<file path="src/inc/swd_regs.svh">
// register offsets, reset values and timing counts of the watchdog block
`ifndef SWD_REGS_SVH
`define SWD_REGS_SVH
`define SWD_OFS_MULT 12'h400
`define SWD_OFS_IF_TMR 12'h410
`define SWD_OFS_BUS_TMR 12'h420
`define SWD_OFS_CTRL 12'h430
`define SWD_OFS_STAT 12'h434
`define SWD_OFS_OUTDATA 12'h438
`define SWD_OFS_SAFEVAL 12'h43c
`define SWD_OFS_OUTPINS 12'h440
`define SWD_OFS_INCOPY 12'h444
`define SWD_RST_MULT 16'h09c2
`define SWD_RST_IF_TMR 16'h03e8
`define SWD_RST_BUS_TMR 16'h03e8
`define SWD_BASE_NS 40
`define SWD_CLK_NS 10
`define SWD_BASE_DIV (`SWD_BASE_NS / `SWD_CLK_NS)
`define SWD_CTRL_REQ_LSB 0
`define SWD_CTRL_REQ_W 3
`define SWD_CTRL_GO_BIT 3
`define SWD_CTRL_MBXOK_BIT 4
`define SWD_CTRL_PDOK_BIT 5
`define SWD_STAT_STATE_LSB 0
`define SWD_STAT_BUSEXP_BIT 4
`define SWD_STAT_IFEXP_BIT 5
`define SWD_STAT_ERR_BIT 6
`endif

</file>
<file path="src/inc/swd_pkg.sv">
// types shared by the watchdog and state machine block
package swd_pkg;
    typedef enum logic [2:0] {
        SWD_INIT = 3'h0,
        SWD_PREOP = 3'h1,
        SWD_SAFE_OPERATIONAL_STATE = 3'h3,
        SWD_OP = 3'h2,
        SWD_BOOT = 3'h6
    } swd_state_t;
    typedef struct packed {
        logic bus_pd;
        logic if_access;
    } swd_events_t;
    typedef struct packed {
        logic mbx_ok;
        logic ftm_ok;
        logic pd_ok;
    } swd_grant_t;
endpackage : swd_pkg

</file>
<file path="src/core/swd_top.sv">
// fieldbus slave watchdogs and operating state machine, Avalon-MM slave
// Overview of operation
// RL1 - one multiplier register shared by both watchdogs at offset 400h
// RL2 - interface timer at 410h, bus timer at 420h, each with multiplier
// RL3 - tick is multiplier plus two 40 ns base ticks; timeout tick times timer
// RL4 - reset gives multiplier 2498 and bus timer 1000, a 100 ms timeout
// RL5 - bus watchdog restarts and clears only on process data exchange
// RL6 - bus watchdog expires after silence; operating state stays unchanged
// RL7 - an expired watchdog forces outputs to the preset safe value
// RL8 - interface watchdog expires after silence on the local processor side
// RL9 - bus timer value zero disables that watchdog and safe forcing
// RL10 - software keeps timer values at most 65535
// RL11 - after reset state is init; mailbox and process data refused
// RL12 - master sets sync channels 0 and 1 for mailbox while in init
// RL13 - init to pre-operational checks mailbox; mailbox only allowed
// RL14 - master sets process data channels from 2 in pre-operational
// RL15 - to safe-operational check settings, copy inputs before acknowledge
// RL16 - safe-operational allows all traffic, updates inputs, outputs safe
// RL17 - with watchdog disabled outputs follow data in safe-operational
// RL18 - master supplies valid output data before requesting operational
// RL19 - operational copies output data to outputs, all traffic allowed
// RL20 - boot state is entered only from init
// RL21 - boot allows only file-transfer mailbox traffic
// RL22 - per-watchdog expiry status readable, cleared when traffic resumes
//
// The Avalon-MM slave port is this design's own decision.
`timescale 1ns/100ps
`include "swd_regs.svh"
module swd_top (
    // clock and reset
    input wire logic ref_clk,
    input wire logic sys_rst,
    // avalon-mm slave
    input wire logic [11:0] avs_address,
    input wire logic avs_read,
    input wire logic avs_write,
    input wire logic [31:0] avs_writedata,
    input wire logic [3:0] avs_byteenable,
    output logic [31:0] avs_readdata,
    output logic avs_waitrequest,
    output logic [1:0] avs_response,
    // traffic events and process inputs
    input swd_pkg::swd_events_t events,
    input wire logic [15:0] process_inputs,
    // granted traffic and process outputs
    output swd_pkg::swd_grant_t grant,
    output swd_pkg::swd_state_t op_state,
    output logic [15:0] process_outputs,
    output logic bus_wd_expired,
    output logic if_wd_expired
);
    import swd_pkg::*;

    typedef struct packed {
        logic [15:0] mult;
        logic [15:0] if_tmr;
        logic [15:0] bus_tmr;
        logic [2:0] req;
        logic go;
        logic mbx_ok;
        logic pd_ok;
        logic err;
        swd_state_t st;
        logic [15:0] out_data;
        logic [15:0] safe_val;
        logic [15:0] outputs;
        logic [15:0] in_copy;
        logic [1:0] div;
        logic base_tick;
        logic ack;
        logic [31:0] rdata;
        logic [1:0] resp;
        swd_grant_t grant;
        logic bus_exp;
        logic if_exp;
    } swd_regs_t;

    swd_regs_t r;
    swd_regs_t next_r;
    logic bus_exp_w;
    logic if_exp_w;
    logic bus_kick;
    logic if_kick;
    logic access;

    // merge byte lanes of a write into a 16-bit register
    function automatic logic [15:0] wr16(input logic [15:0] old,
                                         input logic [31:0] d,
                                         input logic [3:0] be);
        wr16 = old;
        if (be[0]) wr16[7:0] = d[7:0];
        if (be[1]) wr16[15:8] = d[15:8];
    endfunction : wr16

    // true when the address is a mapped register
    function automatic logic mapped(input logic [11:0] a);
        case (a)
            `SWD_OFS_MULT, `SWD_OFS_IF_TMR, `SWD_OFS_BUS_TMR,
            `SWD_OFS_CTRL, `SWD_OFS_STAT, `SWD_OFS_OUTDATA,
            `SWD_OFS_SAFEVAL, `SWD_OFS_OUTPINS,
            `SWD_OFS_INCOPY: mapped = 1'b1;
            default: mapped = 1'b0;
        endcase
    endfunction : mapped

    // traffic policy per state
    function automatic swd_grant_t grant_of(input swd_state_t s);
        grant_of = '0;
        unique case (s)
            SWD_INIT: grant_of = '0; // see RL11
            SWD_PREOP: grant_of.mbx_ok = 1'b1; // see RL13
            SWD_SAFE_OPERATIONAL_STATE, SWD_OP: begin
                grant_of.mbx_ok = 1'b1; // see RL16 see RL19
                grant_of.pd_ok = 1'b1;
            end
            SWD_BOOT: grant_of.ftm_ok = 1'b1; // see RL21
        endcase
    endfunction : grant_of

    // bus watchdog only counts exchanges that the state lets through; interface kicks are not gated
    assign bus_kick = events.bus_pd && r.grant.pd_ok; // see RL5
    assign if_kick = events.if_access;

    // interface-side watchdog
    swd_timer u_if_wd (
        .ref_clk(ref_clk),
        .sys_rst(sys_rst),
        .base_tick(r.base_tick),
        .mult(r.mult), // see RL1
        .timer(r.if_tmr), // see RL2
        .kick(if_kick),
        .expired(if_exp_w)
    );

    // bus-side watchdog
    swd_timer u_bus_wd (
        .ref_clk(ref_clk),
        .sys_rst(sys_rst),
        .base_tick(r.base_tick),
        .mult(r.mult), // see RL1
        .timer(r.bus_tmr), // see RL2
        .kick(bus_kick),
        .expired(bus_exp_w)
    );

    // bus handshake, register file, state machine and outputs
    always_comb begin
        next_r = r;
        access = (avs_read || avs_write) && !r.ack;
        next_r.ack = access;
        next_r.go = 1'b0;
        // 25 MHz base tick from the 100 MHz clock
        if (r.div == 2'(`SWD_BASE_DIV - 1)) begin
            next_r.div = '0;
            next_r.base_tick = 1'b1; // see RL3
        end else begin
            next_r.div = r.div + 2'h1;
            next_r.base_tick = 1'b0;
        end
        if (access) begin
            next_r.resp = mapped(avs_address) ? 2'h0 : 2'h2;
            next_r.rdata = '0;
        end
        if (access && avs_write) begin
            unique case (avs_address)
                `SWD_OFS_MULT:
                    next_r.mult = wr16(r.mult, avs_writedata,
                                       avs_byteenable); // see RL1
                `SWD_OFS_IF_TMR:
                    next_r.if_tmr = wr16(r.if_tmr, avs_writedata,
                                         avs_byteenable); // see RL2
                `SWD_OFS_BUS_TMR:
                    next_r.bus_tmr = wr16(r.bus_tmr, avs_writedata,
                                          avs_byteenable); // see RL2
                `SWD_OFS_CTRL:
                    if (avs_byteenable[0]) begin
                        next_r.req = avs_writedata[`SWD_CTRL_REQ_LSB +:
                                                   `SWD_CTRL_REQ_W];
                        next_r.go = avs_writedata[`SWD_CTRL_GO_BIT];
                        next_r.mbx_ok = avs_writedata[`SWD_CTRL_MBXOK_BIT];
                        next_r.pd_ok = avs_writedata[`SWD_CTRL_PDOK_BIT];
                    end
                `SWD_OFS_OUTDATA:
                    next_r.out_data = wr16(r.out_data, avs_writedata,
                                           avs_byteenable);
                `SWD_OFS_SAFEVAL:
                    next_r.safe_val = wr16(r.safe_val, avs_writedata,
                                           avs_byteenable);
                default: ;
            endcase
        end
        if (access && avs_read) begin
            unique case (avs_address)
                `SWD_OFS_MULT: next_r.rdata = {16'h0000, r.mult};
                `SWD_OFS_IF_TMR: next_r.rdata = {16'h0000, r.if_tmr};
                `SWD_OFS_BUS_TMR: next_r.rdata = {16'h0000, r.bus_tmr};
                `SWD_OFS_CTRL:
                    next_r.rdata = {26'h0, r.pd_ok, r.mbx_ok, 1'b0, r.req};
                `SWD_OFS_STAT:
                    next_r.rdata = {25'h0, r.err, r.if_exp, r.bus_exp,
                                    1'b0, r.st}; // see RL22
                `SWD_OFS_OUTDATA: next_r.rdata = {16'h0000, r.out_data};
                `SWD_OFS_SAFEVAL: next_r.rdata = {16'h0000, r.safe_val};
                `SWD_OFS_OUTPINS: next_r.rdata = {16'h0000, r.outputs};
                `SWD_OFS_INCOPY: next_r.rdata = {16'h0000, r.in_copy};
                default: next_r.rdata = '0;
            endcase
        end
        // state transitions on a request strobe; watchdogs never move it
        if (r.go) begin
            next_r.err = 1'b1;
            unique case (swd_state_t'(r.req))
                SWD_INIT: begin
                    next_r.st = SWD_INIT;
                    next_r.err = 1'b0;
                end
                SWD_PREOP:
                    if (r.st == SWD_INIT && r.mbx_ok) begin
                        next_r.st = SWD_PREOP; // see RL13
                        next_r.err = 1'b0;
                    end else if (r.st != SWD_BOOT && r.st != SWD_INIT) begin
                        next_r.st = SWD_PREOP;
                        next_r.err = 1'b0;
                    end
                SWD_SAFE_OPERATIONAL_STATE:
                    if ((r.st == SWD_PREOP && r.pd_ok) ||
                        r.st == SWD_OP) begin
                        next_r.st = SWD_SAFE_OPERATIONAL_STATE; // see RL15
                        next_r.in_copy = process_inputs; // see RL15
                        next_r.err = 1'b0;
                    end
                SWD_OP:
                    if (r.st == SWD_SAFE_OPERATIONAL_STATE) begin
                        next_r.st = SWD_OP; // see RL18
                        next_r.err = 1'b0;
                    end
                SWD_BOOT:
                    if (r.st == SWD_INIT) begin
                        next_r.st = SWD_BOOT; // see RL20
                        next_r.err = 1'b0;
                    end
                default: ;
            endcase
        end
        // cyclic input update while process data runs
        if (r.st == SWD_SAFE_OPERATIONAL_STATE || r.st == SWD_OP) begin
            next_r.in_copy = process_inputs; // see RL16
        end
        next_r.grant = grant_of(next_r.st);
        next_r.bus_exp = bus_exp_w; // see RL22
        next_r.if_exp = if_exp_w; // see RL22
        // outputs: data in operational or in safe-operational with bus timer zero, safe value otherwise or on expiry
        if (bus_exp_w || if_exp_w) begin
            next_r.outputs = r.safe_val; // see RL7
        end else if (r.st == SWD_OP) begin
            next_r.outputs = r.out_data; // see RL19
        end else if (r.st == SWD_SAFE_OPERATIONAL_STATE && r.bus_tmr == 16'h0000) begin
            next_r.outputs = r.out_data; // see RL17 see RL9
        end else begin
            next_r.outputs = r.safe_val; // see RL16
        end
    end

    // state register
    always_ff @(posedge ref_clk) begin
        if (sys_rst) begin
            r <= '0;
            r.mult <= `SWD_RST_MULT; // see RL4
            r.if_tmr <= `SWD_RST_IF_TMR;
            r.bus_tmr <= `SWD_RST_BUS_TMR; // see RL4
            r.st <= SWD_INIT; // see RL11
        end else begin
            r <= next_r;
        end
    end

    // outputs straight from flip-flops
    assign avs_readdata = r.rdata;
    assign avs_waitrequest = !r.ack;
    assign avs_response = r.resp;
    assign grant = r.grant;
    assign op_state = r.st;
    assign process_outputs = r.outputs;
    assign bus_wd_expired = r.bus_exp;
    assign if_wd_expired = r.if_exp;
endmodule : swd_top

</file>
<file path="src/core/swd_timer.sv">
// one watchdog: tick prescaler and timeout counter
`timescale 1ns/100ps
`include "swd_regs.svh"
module swd_timer (
    // clock and reset
    input wire logic ref_clk,
    input wire logic sys_rst,
    // base tick and settings
    input wire logic base_tick,
    input wire logic [15:0] mult,
    input wire logic [15:0] timer,
    input wire logic kick,
    // status
    output logic expired
);
    import swd_pkg::*;
    typedef struct packed {
        logic [16:0] pre;
        logic [15:0] cnt;
        logic exp;
    } swd_tmr_t;
    swd_tmr_t r;
    swd_tmr_t next_r;
    logic [16:0] tick_len;
    assign tick_len = {1'b0, mult} + 17'h00002; // see RL3
    assign expired = r.exp;
    // prescale base ticks into watchdog ticks, count toward timeout
    always_comb begin
        next_r = r;
        if (kick || timer == 16'h0000) begin
            next_r = '0; // see RL5 see RL9
        end else if (base_tick && !r.exp) begin
            if (r.pre + 17'h00001 >= tick_len) begin
                next_r.pre = '0;
                if (r.cnt + 16'h0001 >= timer) begin
                    next_r.exp = 1'b1; // see RL3 see RL6 see RL8
                end else begin
                    next_r.cnt = r.cnt + 16'h0001;
                end
            end else begin
                next_r.pre = r.pre + 17'h00001;
            end
        end
    end
    // state register
    always_ff @(posedge ref_clk) begin
        if (sys_rst) begin
            r <= '0;
        end else begin
            r <= next_r;
        end
    end
endmodule : swd_timer

</file>
<file path="config.mk">
export PLATFORM = sky130hd
export DESIGN_NAME = swd_top
export DESIGN_NICKNAME = d
export VERILOG_FILES = /design/src/inc/swd_pkg.sv /design/src/core/swd_top.sv /design/src/core/swd_timer.sv
export VERILOG_INCLUDE_DIRS = /design/src /design/src/inc
export SDC_FILE = /design/constraint.sdc
export NUM_CORES = 1
export LEC_CHECK = 0
export ABC_AREA = 1
export BUFFER_PORTS_ARGS = -buffer_cell sky130_fd_sc_hd__buf_2
export CAP_MARGIN = 10
export CELL_PAD_IN_SITES_DETAIL_PLACEMENT = 0
export CELL_PAD_IN_SITES_GLOBAL_PLACEMENT = 2
export CORE_MARGIN = 5
export CORE_UTILIZATION = 29
export CTS_BUF_LIST = sky130_fd_sc_hd__clkbuf_4
export DETAILED_ROUTE_END_ITERATION = 12
export PLACE_DENSITY_LB_ADDON = 0.1
export SLEW_MARGIN = 20
export SYNTH_ARGS = -nofsm -noshare
export SYNTH_HDL_FRONTEND = slang
export SYNTH_SLANG_ARGS = --single-unit
</file>
<file path="constraint.sdc">
create_clock -name ref_clk -period 3.6 [get_ports ref_clk]
set_input_delay 0.18 -clock ref_clk [delete_from_list [all_inputs] [get_ports ref_clk]]
set_output_delay 0.18 -clock ref_clk [all_outputs]
set_load 0.01 [all_outputs]
</file>
==> results.tsv, run 1 <==
stage	metric	value	unit
global_routing	vias in the first global route	11600	
clock_tree	clk slew on worst S/H paths	0.06	ns
routing	DR WL/cell	17.8	µm
cells_and_area	FILL cells	4718	
floorplanning	core area	0.0428	mm²
floorplanning	I/O pin count	129	
setup_path	Worst Setup End Kind	flop	
setup_path	CP max stage cell	dfxtp_2	
clock_tree	Clk Latency, worst-skew pair	0.76	ns
synthesis	post-synthesis compound-gate area fraction	17.7	%
clock_tree	clock root cell	clkbuf_4	
routing	Vias/cell	4.77	
clock_tree	number of H-tree levels	3	
placement	Cells after DPL	2340	
timing	Post-Route Setup TNS	0	ns
routing	Vias	12000	
synthesis	FFs w/ async S/R, synth	0	%
setup_path	crit path DAT	3.97	ns
timing	Max Slew Vio Count	0	
global_routing	GRT Residual Overflow	0	
synthesis	largest family of logic cells by synthesized area	simple AND/OR/NAND/NOR gates	
synthesis	post-synthesis simple-gate area fraction	23.3	%
synthesis	#FFs+latches synth	216	
placement	post-DP HPWL	32200	µm
cells_and_area	final instance area	0.0151	mm²
synthesis	number of synthesized flops with an enable pin	0	
synthesis	Syn Area/Cell	7.11	µm²
cells_and_area	commonest non-fill, non-tap cell in the layout	nand2_1	
run	Max Cap Viol	0	
placement	area post-placement	0.0134	mm²
synthesis	Main synth FF type	dfxtp_1	
floorplanning	Die Y	217	µm
floorplanning	Die Wd	217	µm
setup_path	crit-path cells	ha_2, nand3_2, nor3b_2, nand3_1, nor2_2, nand3_2, nor3_2, xor2_1, inv_1, ha_1, nand2_1, inv_1, nand3_2, inv_1, a21oi_2, nand3_2, nor2_4, clkbuf_16, nand3_1, nand2_1, nor2_1	
setup_path	Critical Path Start Type	flop	
synthesis	multiplexer share of the synthesized area	0	%
synthesis	sequential-to-total area share from yosys stat	34.7	%
pwr	Lkg Pwr	6.34	nW
global_routing	initial antenna violation count	4	
timing	Tcrit/Tclk final	92.1	%
clock_tree	TritonCTS Buffers	71	
clock_tree	TritonCTS clock tree	built	
timing	min Tclk post-route	3.31	ns
cells_and_area	Non-Filler Instances	2519	
timing	Slew @ Worst Pin	0.806	ns
hold_path	worst hold path type	primary input to flop	
cells_and_area	fraction of layout cells with a size suffix above 1	17.1	%
setup_path	cell mode on critical path	nand3_2	
placement	# port buffers	93	
cells_and_area	multi-input logic area	0.00673	mm²
cells_and_area	nets	2068	
routing	DRC viols	0	
timing	Slew HR	46.3	%
synthesis	Synthesis Warnings	0	
timing	Final setup viols	0	
synthesis	Unique masters post-synth	46	
placement	routability cong.	0.775	
routing	WL final	44900	µm
pwr	maximum vdd drop	0.000193	V
timing	final hold viol count	0	
floorplanning	full die area	0.0473	mm²
timing	post-route setup slack	0.285	ns
timing	fmax	302	MHz
routing	DRT Pass-1 Iters	5	
cells_and_area	Layout Utilization	35.2	%
floorplanning	Row Count	76	
setup_path	CP max stage delay	0.33	ns
routing	First DRT Iteration DRCs	712	
synthesis	Gate Count Post-Synth	1755	
pwr	pwr dens	342	mW/mm²
synthesis	mapped cell area	0.0125	mm²
timing	worst hold slack	0.0998	ns
synthesis	Post-Synth XOR/XNOR Area	4.00	%
global_routing	first-pass GRT wire length	67500	µm
cells_and_area	register area	0.00433	mm²
global_routing	pin count of the biggest net entering global routing	64	
setup_path	crit path max fanout	16	
global_routing	GRT Total Usage	18.4	%
placement	pre-CTS setup slack	0.0995	ns
pwr	final total power	5.15	mW
cells_and_area	Layout area overhead	20.8	%
cells_and_area	commonest non-fill, non-tap cells in the layout	272 x nand2_1, 249 x inv_1, 210 x dfxtp_1	
outcome	outcome	completed	
timing	clock skew	0.0501	ns
routing	antenna-violating nets left	0	
clock_tree	Clock Sinks	216	
clock_tree	CTS Buffer Depth	3	
synthesis	adder-cell share of the synthesized area	6.82	%
floorplanning	Initial Util	29.2	%
setup_path	CP Class	flop to flop	
setup_path	Worst EP required	4.25	ns
## worst paths after layout
check	startpoint	to	slack, ns	cells past startpoint
setup / recovery	u_bus_wd.r[2]$_SDFFE_PP0P_	u_bus_wd.r[1]$_SDFFE_PP0P_	0.29	21
hold / removal	avs_byteenable[1]	r[126]$_SDFFE_PP1P_	0.1	4
setup reg to reg	u_bus_wd.r[2]$_SDFFE_PP0P_	u_bus_wd.r[1]$_SDFFE_PP0P_	0.29	21
hold reg to reg	r[41]$_SDFF_PP0_	r[41]$_SDFF_PP0_	0.44	1
## sequential cells by signal, summed over array words and instances, names as in the netlist
name	cells
avs_response	1
u_bus_wd.r	33
bus_wd_expired	1
u_if_wd.r	33
u_if_wd.expired	1
op_state	3
if_wd_expired	1
avs_readdata	16
u_bus_wd.expired	1
process_outputs	16
r	107
grant	3
## per-layer routing
layer  wire length (µm)  track usage [%]  vias up  part of all wire (%)
met3               1880             3.61       75                   4.2
li1                   -                -     6162                     -
met2              20700             29.5      196                    46
met5                 13                0        -                 0.029
met1              21200             24.8     5592                    47
met4               1060             6.38        2                   2.4
## cells by family (layout without fill, tap and decap cells)
logic type	Yosys count	after routing
AND/OR/NAND/NOR	648	650
AO/OA/AOI/OAI	388	388
buffers and inverters	377	576
flip-flops	216	216
adder cells (fa/ha/maj)	68	68
XOR/XNOR	57	57
other	1	18
## cell type report
type                    count  area share (%)
well taps                 546            4.53
clock inverters            20           0.788
flip-flops and latches    216            28.7
clock buffers              95            4.73
inverters                 256            6.37
repair buffers            205            10.2
diodes                      1          0.0166
multi-input cells        1180            44.6
## synth_stat cells, types with 15 or more instances
cell / instances / area (µm²)
nor3_1: 31 / 155
a211oi_1: 37 / 278
clkbuf_1: 41 / 154
a21oi_1: 176 / 881
xor2_1: 40 / 350
inv_1: 251 / 942
o21ai_0: 82 / 410
nand3_1: 80 / 400
nor2_1: 168 / 631
o22ai_1: 54 / 338
xnor2_1: 17 / 149
dfxtp_1: 216 / 4320
buf_4: 59 / 443
nand2_1: 273 / 1020
o211ai_1: 21 / 158
nand4_1: 54 / 338
buf_2: 15 / 75.1
ha_1: 68 / 851
## power breakdown
group / switching (mW) / total (mW) / leakage (nW) / internal (mW)
combinational: 0.174 / 0.268 / 4.11 / 0.0939
clock: 1.20 / 2.49 / 0.489 / 1.29
sequential: 0.00412 / 2.40 / 1.74 / 2.40
## critical path: cells and delay by family (launching register included)
family | cells | cell delay (ns)
AO/OA/AOI/OAI | 1 | 0.14
flip-flops | 1 | 0.33
XOR/XNOR | 1 | 0.21
AND/OR/NAND/NOR | 13 | 1.68
adder cells (fa/ha/maj) | 2 | 0.46
buffers and inverters | 4 | 0.40
## what timing repair did
action / in CTS / in global routing
setup endpoints to repair: 0 / 68
setup buffers: 0 / 8
hold buffers: 49 / 0
hold endpoints to repair: 133 / 0
gates resized for setup: 0 / 46
Note: power is estimated with default switching activity, not from simulation.
==> run 2: changes to the inputs <==
Settings changed: SYNTH_HIERARCHICAL set to 1.
==> results.tsv, run 2 <==
stage	metric	value	unit	change
outcome	outcome	completed		
synthesis	Unique masters post-synth	44		-4.3%
clock_tree	number of H-tree levels	3		unchanged
cells_and_area	multi-input logic area	0.00787	mm²	+17%
hold_path	worst hold path type	primary input to flop		
setup_path	Worst Setup End Kind	flop		
routing	antenna-violating nets left	0		unchanged
clock_tree	CTS Buffer Depth	3		unchanged
setup_path	crit path max fanout	16		unchanged
pwr	register share of total power	47.1	%	+0.5 points
timing	clock skew	0.0454	ns	-0.00465 ns
timing	Tcrit/Tclk final	90.7	%	-1.4 points
routing	DRT Pass-1 Iters	5		unchanged
setup_path	CP Class	flop to flop		
placement	routability cong.	0.831		+7.3%
synthesis	post-synthesis simple-gate area fraction	33.2	%	+10 points
global_routing	vias in the first global route	12900		+11%
cells_and_area	FILL cells	5319		+13%
pwr	P_int	3.74	mW	-1.1%
synthesis	most frequent cells after synthesis	437 x nand2_1, 234 x nor2_1, 233 x inv_1		
synthesis	number of synthesized flops with an enable pin	0		unchanged
synthesis	sequential-to-total area share from yosys stat	31.1	%	-3.6 points
synthesis	adder-cell share of the synthesized area	6.56	%	-0.26 points
routing	WL final	48900	µm	+9.0%
synthesis	post-synthesis compound-gate area fraction	11.7	%	-6.1 points
cells_and_area	max reg flops	107		unchanged
floorplanning	core area	0.0476	mm²	+11%
floorplanning	Die Wd	229	µm	+5.4%
synthesis	post-synth top area share	31.1	%	-3.6 points
floorplanning	I/O pin count	129		unchanged
setup_path	Critical Path Start Type	flop		
setup_path	CP delay by family, top	simple AND/OR/NAND/NOR gates		
cells_and_area	Top Registers	r (107), u_bus_wd/r (33), u_if_wd/r (33)		
timing	Slew HR	29.1	%	-17 points
cells_and_area	commonest non-fill, non-tap cells in the layout	437 x nand2_1, 233 x nor2_1, 232 x inv_1		
cells_and_area	register area	0.00433	mm²	-0.12%
global_routing	GRT Residual Overflow	0		unchanged
routing	DR WL/cell	17.4	µm	-2.6%
timing	Max Slew Vio Count	0		unchanged
routing	Vias	13000		+8.0%
setup_path	CP max stage delay	0.47	ns	+0.14 ns
placement	# port buffers	93		unchanged
global_routing	GRT Total Usage	18.4	%	+0.032 points
setup_path	crit path DAT	3.95	ns	-0.02 ns
setup_path	crit-path cells	ha_1, nand3_1, nor3_2, nand3_1, nor2_1, nand2_1, xnor2_1, inv_1, ha_1, nand2_2, nor2_4, nand2_2, nor2_2, nor2_2, nand2_4, nand2_4, nor2_4, buf_4, nor2_2, nor2_1		
floorplanning	full die area	0.0525	mm²	+11%
routing	First DRT Iteration DRCs	675		-5.2%
synthesis	Syn Area/Cell	6.85	µm²	-3.7%
hold_path	Hold Path Stages	4		unchanged
clock_tree	clk slew on worst S/H paths	0.06	ns	about the same
timing	Final setup viols	0		unchanged
synthesis	most numerous cell in the Yosys netlist	nand2_1		
synthesis	multiplexer share of the synthesized area	0	%	unchanged
run	Max Cap Viol	0		unchanged
synthesis	Gate Count Post-Synth	2034		+16%
cells_and_area	nets	2302		+11%
synthesis	largest family of logic cells by synthesized area	simple AND/OR/NAND/NOR gates		
setup_path	R2R cell count	20		-4.8%
pwr	pwr dens	323	mW/mm²	-5.4%
routing	DRC viols	0		unchanged
floorplanning	Die Y	229	µm	+5.4%
synthesis	Post-Synth XOR/XNOR Area	4.62	%	+0.62 points
pwr	final total power	5.10	mW	-1.0%
floorplanning	Initial Util	29.2	%	+0.065 points
pwr	Comb pwr share	5.4	%	+0.2 points
synthesis	Synth area leader	dfxtp_1		
timing	min Tclk post-route	3.26	ns	-0.0504 ns
placement	post-DP HPWL	37600	µm	+17%
global_routing	initial antenna violation count	2		-2
clock_tree	clock root cell	clkbuf_4		
clock_tree	Clock Sinks	216		unchanged
timing	fmax	306	MHz	+1.5%
global_routing	pin count of the biggest net entering global routing	64		unchanged
timing	final hold viol count	0		unchanged
synthesis	largest cells by area after synthesis	dfxtp_1 31%, nand2_1 12%, ha_1 6.6%		
floorplanning	Row Count	80		+5.3%
cells_and_area	Layout area overhead	13.3	%	
setup_path	CP max stage cell	dfxtp_2		
cells_and_area	fraction of layout cells with a size suffix above 1	17.0	%	-0.12 points
pwr	maximum vdd drop	0.000161	V	-17%
pwr	clock network power share	47.4	%	-0.8 points
synthesis	mapped cell area	0.0139	mm²	+12%
setup_path	cell mode on critical path	nor2_2		
synthesis	Main synth FF type	dfxtp_1		
pwr	Net Switching	1.37	mW	-0.65%
cells_and_area	commonest non-fill, non-tap cell in the layout	nand2_1		
pwr	Lkg Pwr	7.27	nW	+15%
clock_tree	TritonCTS clock tree	built		
pwr	Switching Share	26.8	%	+0.096 points
routing	Vias/cell	4.61		-3.4%
synthesis	FFs w/ async S/R, synth	0	%	unchanged
synthesis	Synthesis Warnings	6		+6
setup_path	Worst EP required	4.28	ns	+0.03 ns
timing	Slew @ Worst Pin	1.06	ns	+0.258 ns
setup_path	buffer and inverter count on the worst path	2		-2
synthesis	#FFs+latches synth	216		unchanged
timing	Post-Route Setup TNS	0	ns	unchanged
clock_tree	TritonCTS Buffers	72		+1.4%
cells_and_area	Largest Register	r		
clock_tree	Clk Latency, worst-skew pair	0.78	ns	+0.02 ns
global_routing	first-pass GRT wire length	75600	µm	+12%
setup_path	critical path depth	20		-4.8%
timing	RSZ-0062 raised after global routing	no		
-- run 2: changes by cell type in the layout (fill, tap and decap cells not counted), moves of 28 or more --
cell	before	now
nor2_2	19	52
nand3_1	72	133
a21oi_1	173	145
a211oi_1	37	5
o22ai_1	54	3
nor2_1	158	233
buf_4	55	20
nand2_1	272	437
-- run 2: worst paths after layout --
path	from	to	slack, ns
worst min register to register	r[41]$_SDFF_PP0_	r[41]$_SDFF_PP0_	0.43
worst min-delay path	avs_byteenable[0]	r[154]$_SDFFE_PP0P_	0.13
worst max-delay path	r[150]$_SDFFE_PP1P_	u_if_wd/r[1]$_SDFFE_PP0P_	0.34
worst max register to register	r[150]$_SDFFE_PP1P_	u_if_wd/r[1]$_SDFFE_PP0P_	0.34
-- run 2: kinds of logic after synthesis --
| family | after synthesis |
|---|---|
| simple gates | 994 |
| buf+inv | 377 |
| compound gates | 303 |
| flops | 216 |
| fa+ha+maj | 73 |
| xor+xnor | 70 |
| other cells | 1 |
-- run 2: final cells by class --
class / count / share of cell area [%]
diodes: 4 / 0.0634
clock buffers: 99 / 4.71
clock inverters: 14 / 0.420
inverters: 261 / 6.26
multi-input cells: 1457 / 49.9
flip-flops and latches: 216 / 27.4
well taps: 615 / 4.88
repair buffers: 151 / 6.37
-- run 2: power groups by stage --
stage,Combinational (mW),Sequential [mW],Clock [mW]
2_1_floorplan,0.154,2.45,0
3_3_place_gp,0.250,2.46,0
3_5_place_dp,0.251,2.46,0
4_1_cts,0.282,2.40,2.54
5_1_grt,0.310,2.40,2.66
6_report,0.278,2.40,2.42
-- run 2: tightest hold or removal path: cells and delay by family --
| kind | cells | cell delay (ns) |
|---|---|---|
| AND/OR/NAND/NOR | 2 | 0.44 |
| AO/OA/AOI/OAI | 1 | 0.14 |
| buffers and inverters | 1 | 0.10 |
-- run 2: timing repair --
action | 4_1_cts | 5_1_grt
buffers inserted | 0 | 0
hold buffers | 37 | 0
gates resized for setup | 0 | 2
hold endpoints to repair | 159 | 0
setup endpoints to repair | 0 | 60
-- run 2: layer usage --
metal  share of wire (%)  vias up  track usage (%)
li1                    -     6747                -
met1                  46     5905             23.7
met2                  46      263             30.3
met3                 4.3       80             3.81
met4                 3.6        0             7.16
met5                   0        -                0
-- run 2: metrics by stage --
stage          hold slack (ns)  utilization [%]  worst slack, ns  area, µm²  std cells
2_1_floorplan            0.306                -            0.858      14000       2050
6_report                 0.126             33.1            0.335      15800       2817
4_1_cts                 0.0666             33.1            0.149      15800       2813
3_5_place_dp             0.430             30.6            0.192      14600       2663
5_1_grt                 0.0789             33.1          0.00289      15800       2817
3_3_place_gp             0.418             30.6            0.212      14600       2663
==> run 3: changes to the inputs <==
Clock period 3.6 ns to 3.75 ns, I/O delays scaled along.
==> results.tsv, run 3 (synthesis results as in run 2) <==
stage	metric	value	unit	change
timing	min Tclk post-route	3.45	ns	+0.181 ns
setup_path	r2r setup slk	0.30	ns	-0.03 ns
hold_path	worst hold path type	primary input to flop		
global_routing	pin count of the biggest net entering global routing	74		+16%
setup_path	buffer and inverter count on the worst path	2		unchanged
routing	Vias/cell	4.57		-0.97%
setup_path	crit path DAT	4.14	ns	+0.19 ns
pwr	maximum vdd drop	0.000202	V	+26%
setup_path	RR Startpoint	r[150]$_SDFFE_PP1P_		
global_routing	GRT Residual Overflow	0		unchanged
setup_path	R2R cell count	19		-5.0%
hold_path	Hold Path Stages	4		unchanged
setup_path	Worst EP required	4.44	ns	+0.16 ns
clock_tree	number of H-tree levels	3		unchanged
clock_tree	Post-CTS Repair Setup Buffers	0		unchanged
setup_path	CP max stage cell	dfxtp_1		
global_routing	first-pass GRT wire length	75600	µm	about the same
pwr	Lkg Pwr	7.27	nW	about the same
cells_and_area	Layout area overhead	13.4	%	about the same
floorplanning	Die Y	229	µm	unchanged
placement	routability cong.	0.845		+1.6%
routing	First DRT Iteration DRCs	654		-3.1%
timing	RSZ-0062 raised after global routing	no		
cells_and_area	nets	2296		-0.26%
pwr	pwr dens	318	mW/mm²	-1.6%
clock_tree	clock root cell	clkbuf_4		
floorplanning	full die area	0.0525	mm²	unchanged
timing	worst hold slack	0.158	ns	+0.0321 ns
setup_path	CP max stage delay	0.57	ns	+0.10 ns
cells_and_area	register area	0.00432	mm²	about the same
routing	DRT Pass-1 Iters	5		unchanged
routing	WL final	49200	µm	+0.56%
floorplanning	core area	0.0476	mm²	unchanged
setup_path	Critical Path Start Type	flop		
setup_path	crit-path cells	buf_4, nand3_1, nor3b_2, nand2_1, nor2_1, nand3_1, xor2_1, ha_1, nand2_1, nor2_4, nand2_2, nor2_2, nor2_2, nand2_4, nand2_4, nor2_4, buf_4, nor2_2, nor2_1		
timing	fmax	290	MHz	-5.3%
routing	DR WL/cell	17.5	µm	+0.81%
cells_and_area	commonest non-fill, non-tap cell in the layout	nand2_1		
clock_tree	CTS Buffer Depth	3		unchanged
setup_path	CP delay by family, top	simple AND/OR/NAND/NOR gates		
clock_tree	TritonCTS clock tree	built		
timing	Final setup viols	0		unchanged
timing	Post-Route Setup TNS	0	ns	unchanged
global_routing	initial antenna violation count	2		unchanged
clock_tree	clk slew on worst S/H paths	0.05	ns	about the same
timing	Slew @ Worst Pin	0.970	ns	-0.0938 ns
cells_and_area	fraction of layout cells with a size suffix above 1	16.8	%	-0.23 points
floorplanning	Die Wd	229	µm	unchanged
run	Max Cap Viol	0		unchanged
setup_path	crit path max fanout	16		unchanged
clock_tree	TritonCTS Buffers	72		unchanged
timing	Max Slew Vio Count	0		unchanged
setup_path	CP Class	flop to flop		
setup_path	Worst Setup End Kind	flop		
floorplanning	Initial Util	29.2	%	unchanged
routing	antenna-violating nets left	0		unchanged
clock_tree	Clock Sinks	216		unchanged
timing	clock skew	0.0326	ns	-0.0128 ns
cells_and_area	Largest Register	r		
cells_and_area	max reg flops	107		unchanged
clock_tree	post-CTS sizing	0		unchanged
global_routing	vias in the first global route	12800		-0.51%
placement	post-DP HPWL	37500	µm	-0.42%
cells_and_area	FILL cells	5376		+1.1%
routing	DRC viols	0		unchanged
timing	final hold viol count	0		unchanged
setup_path	RR Endpoint	u_if_wd/r[6]$_SDFFE_PP0P_		
timing	Slew HR	35.3	%	+6.3 points
hold_path	Hold Path Sink	r[152]$_SDFFE_PP0P_		
setup_path	cell mode on critical path	nor2_2		
global_routing	GRT Total Usage	18.5	%	+0.036 points
cells_and_area	commonest non-fill, non-tap cells in the layout	437 x nand2_1, 233 x nor2_1, 232 x inv_1		
outcome	outcome	completed		
hold_path	Min-Delay Startpoint	avs_byteenable[0]		
floorplanning	I/O pin count	129		unchanged
cells_and_area	Top Registers	r (107), u_bus_wd/r (33), u_if_wd/r (33)		
routing	Vias	12800		-1.2%
clock_tree	Clk Latency, worst-skew pair	0.77	ns	about the same
cells_and_area	multi-input logic area	0.00787	mm²	unchanged
placement	# port buffers	93		unchanged
timing	Tcrit/Tclk final	91.9	%	+1.2 points
floorplanning	Row Count	80		unchanged
[run 3: timing repair]
item	4_1_cts	5_1_grt
hold buffers	39	0
endpoints found under the setup margin	0	0
hold endpoints to repair	163	0
[run 3: layout make-up]
cell class                      instances  area share [%]
Clock buffer                          104            4.95
Tap cell                              615            4.87
Inverter                              261            6.25
Clock inverter                          9           0.436
Sequential cell                       216            27.4
Antenna cell                            3          0.0476
Timing Repair Buffer                  145            6.20
Multi-Input combinational cell       1457            49.9
[run 3: where the power goes]
| group | switching (mW) | internal [mW] |
|---|---|---|
| clock network | 1.13 | 1.32 |
| registers | 0.00566 | 2.30 |
| logic | 0.183 | 0.0835 |
[run 3: worst max-delay path by stage]
stage	from	end	slack [ns]	cells past startpoint
after CTS	r[150]$_SDFFE_PP1P_	u_if_wd/r[6]$_SDFFE_PP0P_	0.29	19
final	r[150]$_SDFFE_PP1P_	u_if_wd/r[6]$_SDFFE_PP0P_	0.30	19
after detailed placement	r[150]$_SDFFE_PP1P_	u_if_wd/r[6]$_SDFFE_PP0P_	0.30	19
after global routing	r[150]$_SDFFE_PP1P_	u_bus_wd/r[28]$_SDFFE_PP0P_	0.01	18
after floorplan	r[150]$_SDFFE_PP1P_	u_bus_wd/r[5]$_SDFFE_PP0P_	1.01	20
after global placement	r[150]$_SDFFE_PP1P_	u_if_wd/r[4]$_SDFFE_PP0P_	0.33	20
[run 3: per-stage QoR]
step / util (%) / cells / setup slack (ns) / power [mW] / instance area, µm²
after global routing: 33.1 / 2810 / 0.0111 / 5.29 / 15800
after detailed placement: 30.5 / 2655 / 0.304 / 2.60 / 14500
after floorplan: - / 2050 / 1.01 / 2.50 / 14000
final: 33.1 / 2810 / 0.304 / 5.02 / 15800
after CTS: 33.1 / 2807 / 0.294 / 5.17 / 15800
after global placement: 30.5 / 2655 / 0.334 / 2.60 / 14500
[run 3: routing by layer]
metal | vias up | GRT usage, % | wire [µm]
met3 | 78 | 3.74 | 1720
met2 | 215 | 31.0 | 23000
met1 | 5810 | 23.8 | 23000
li1 | 6734 | - | -
met4 | 0 | 6.20 | 1430
met5 | - | 0 | 0
[run 3: worst reg2reg max path: cells and delay by family (launching register included)]
kind,cells,cell delay [ns]
AND/OR/NAND/NOR,15,1.89
flip-flops,1,0.57
buffers and inverters,2,0.40
adder cells (fa/ha/maj),1,0.32
XOR/XNOR,1,0.18
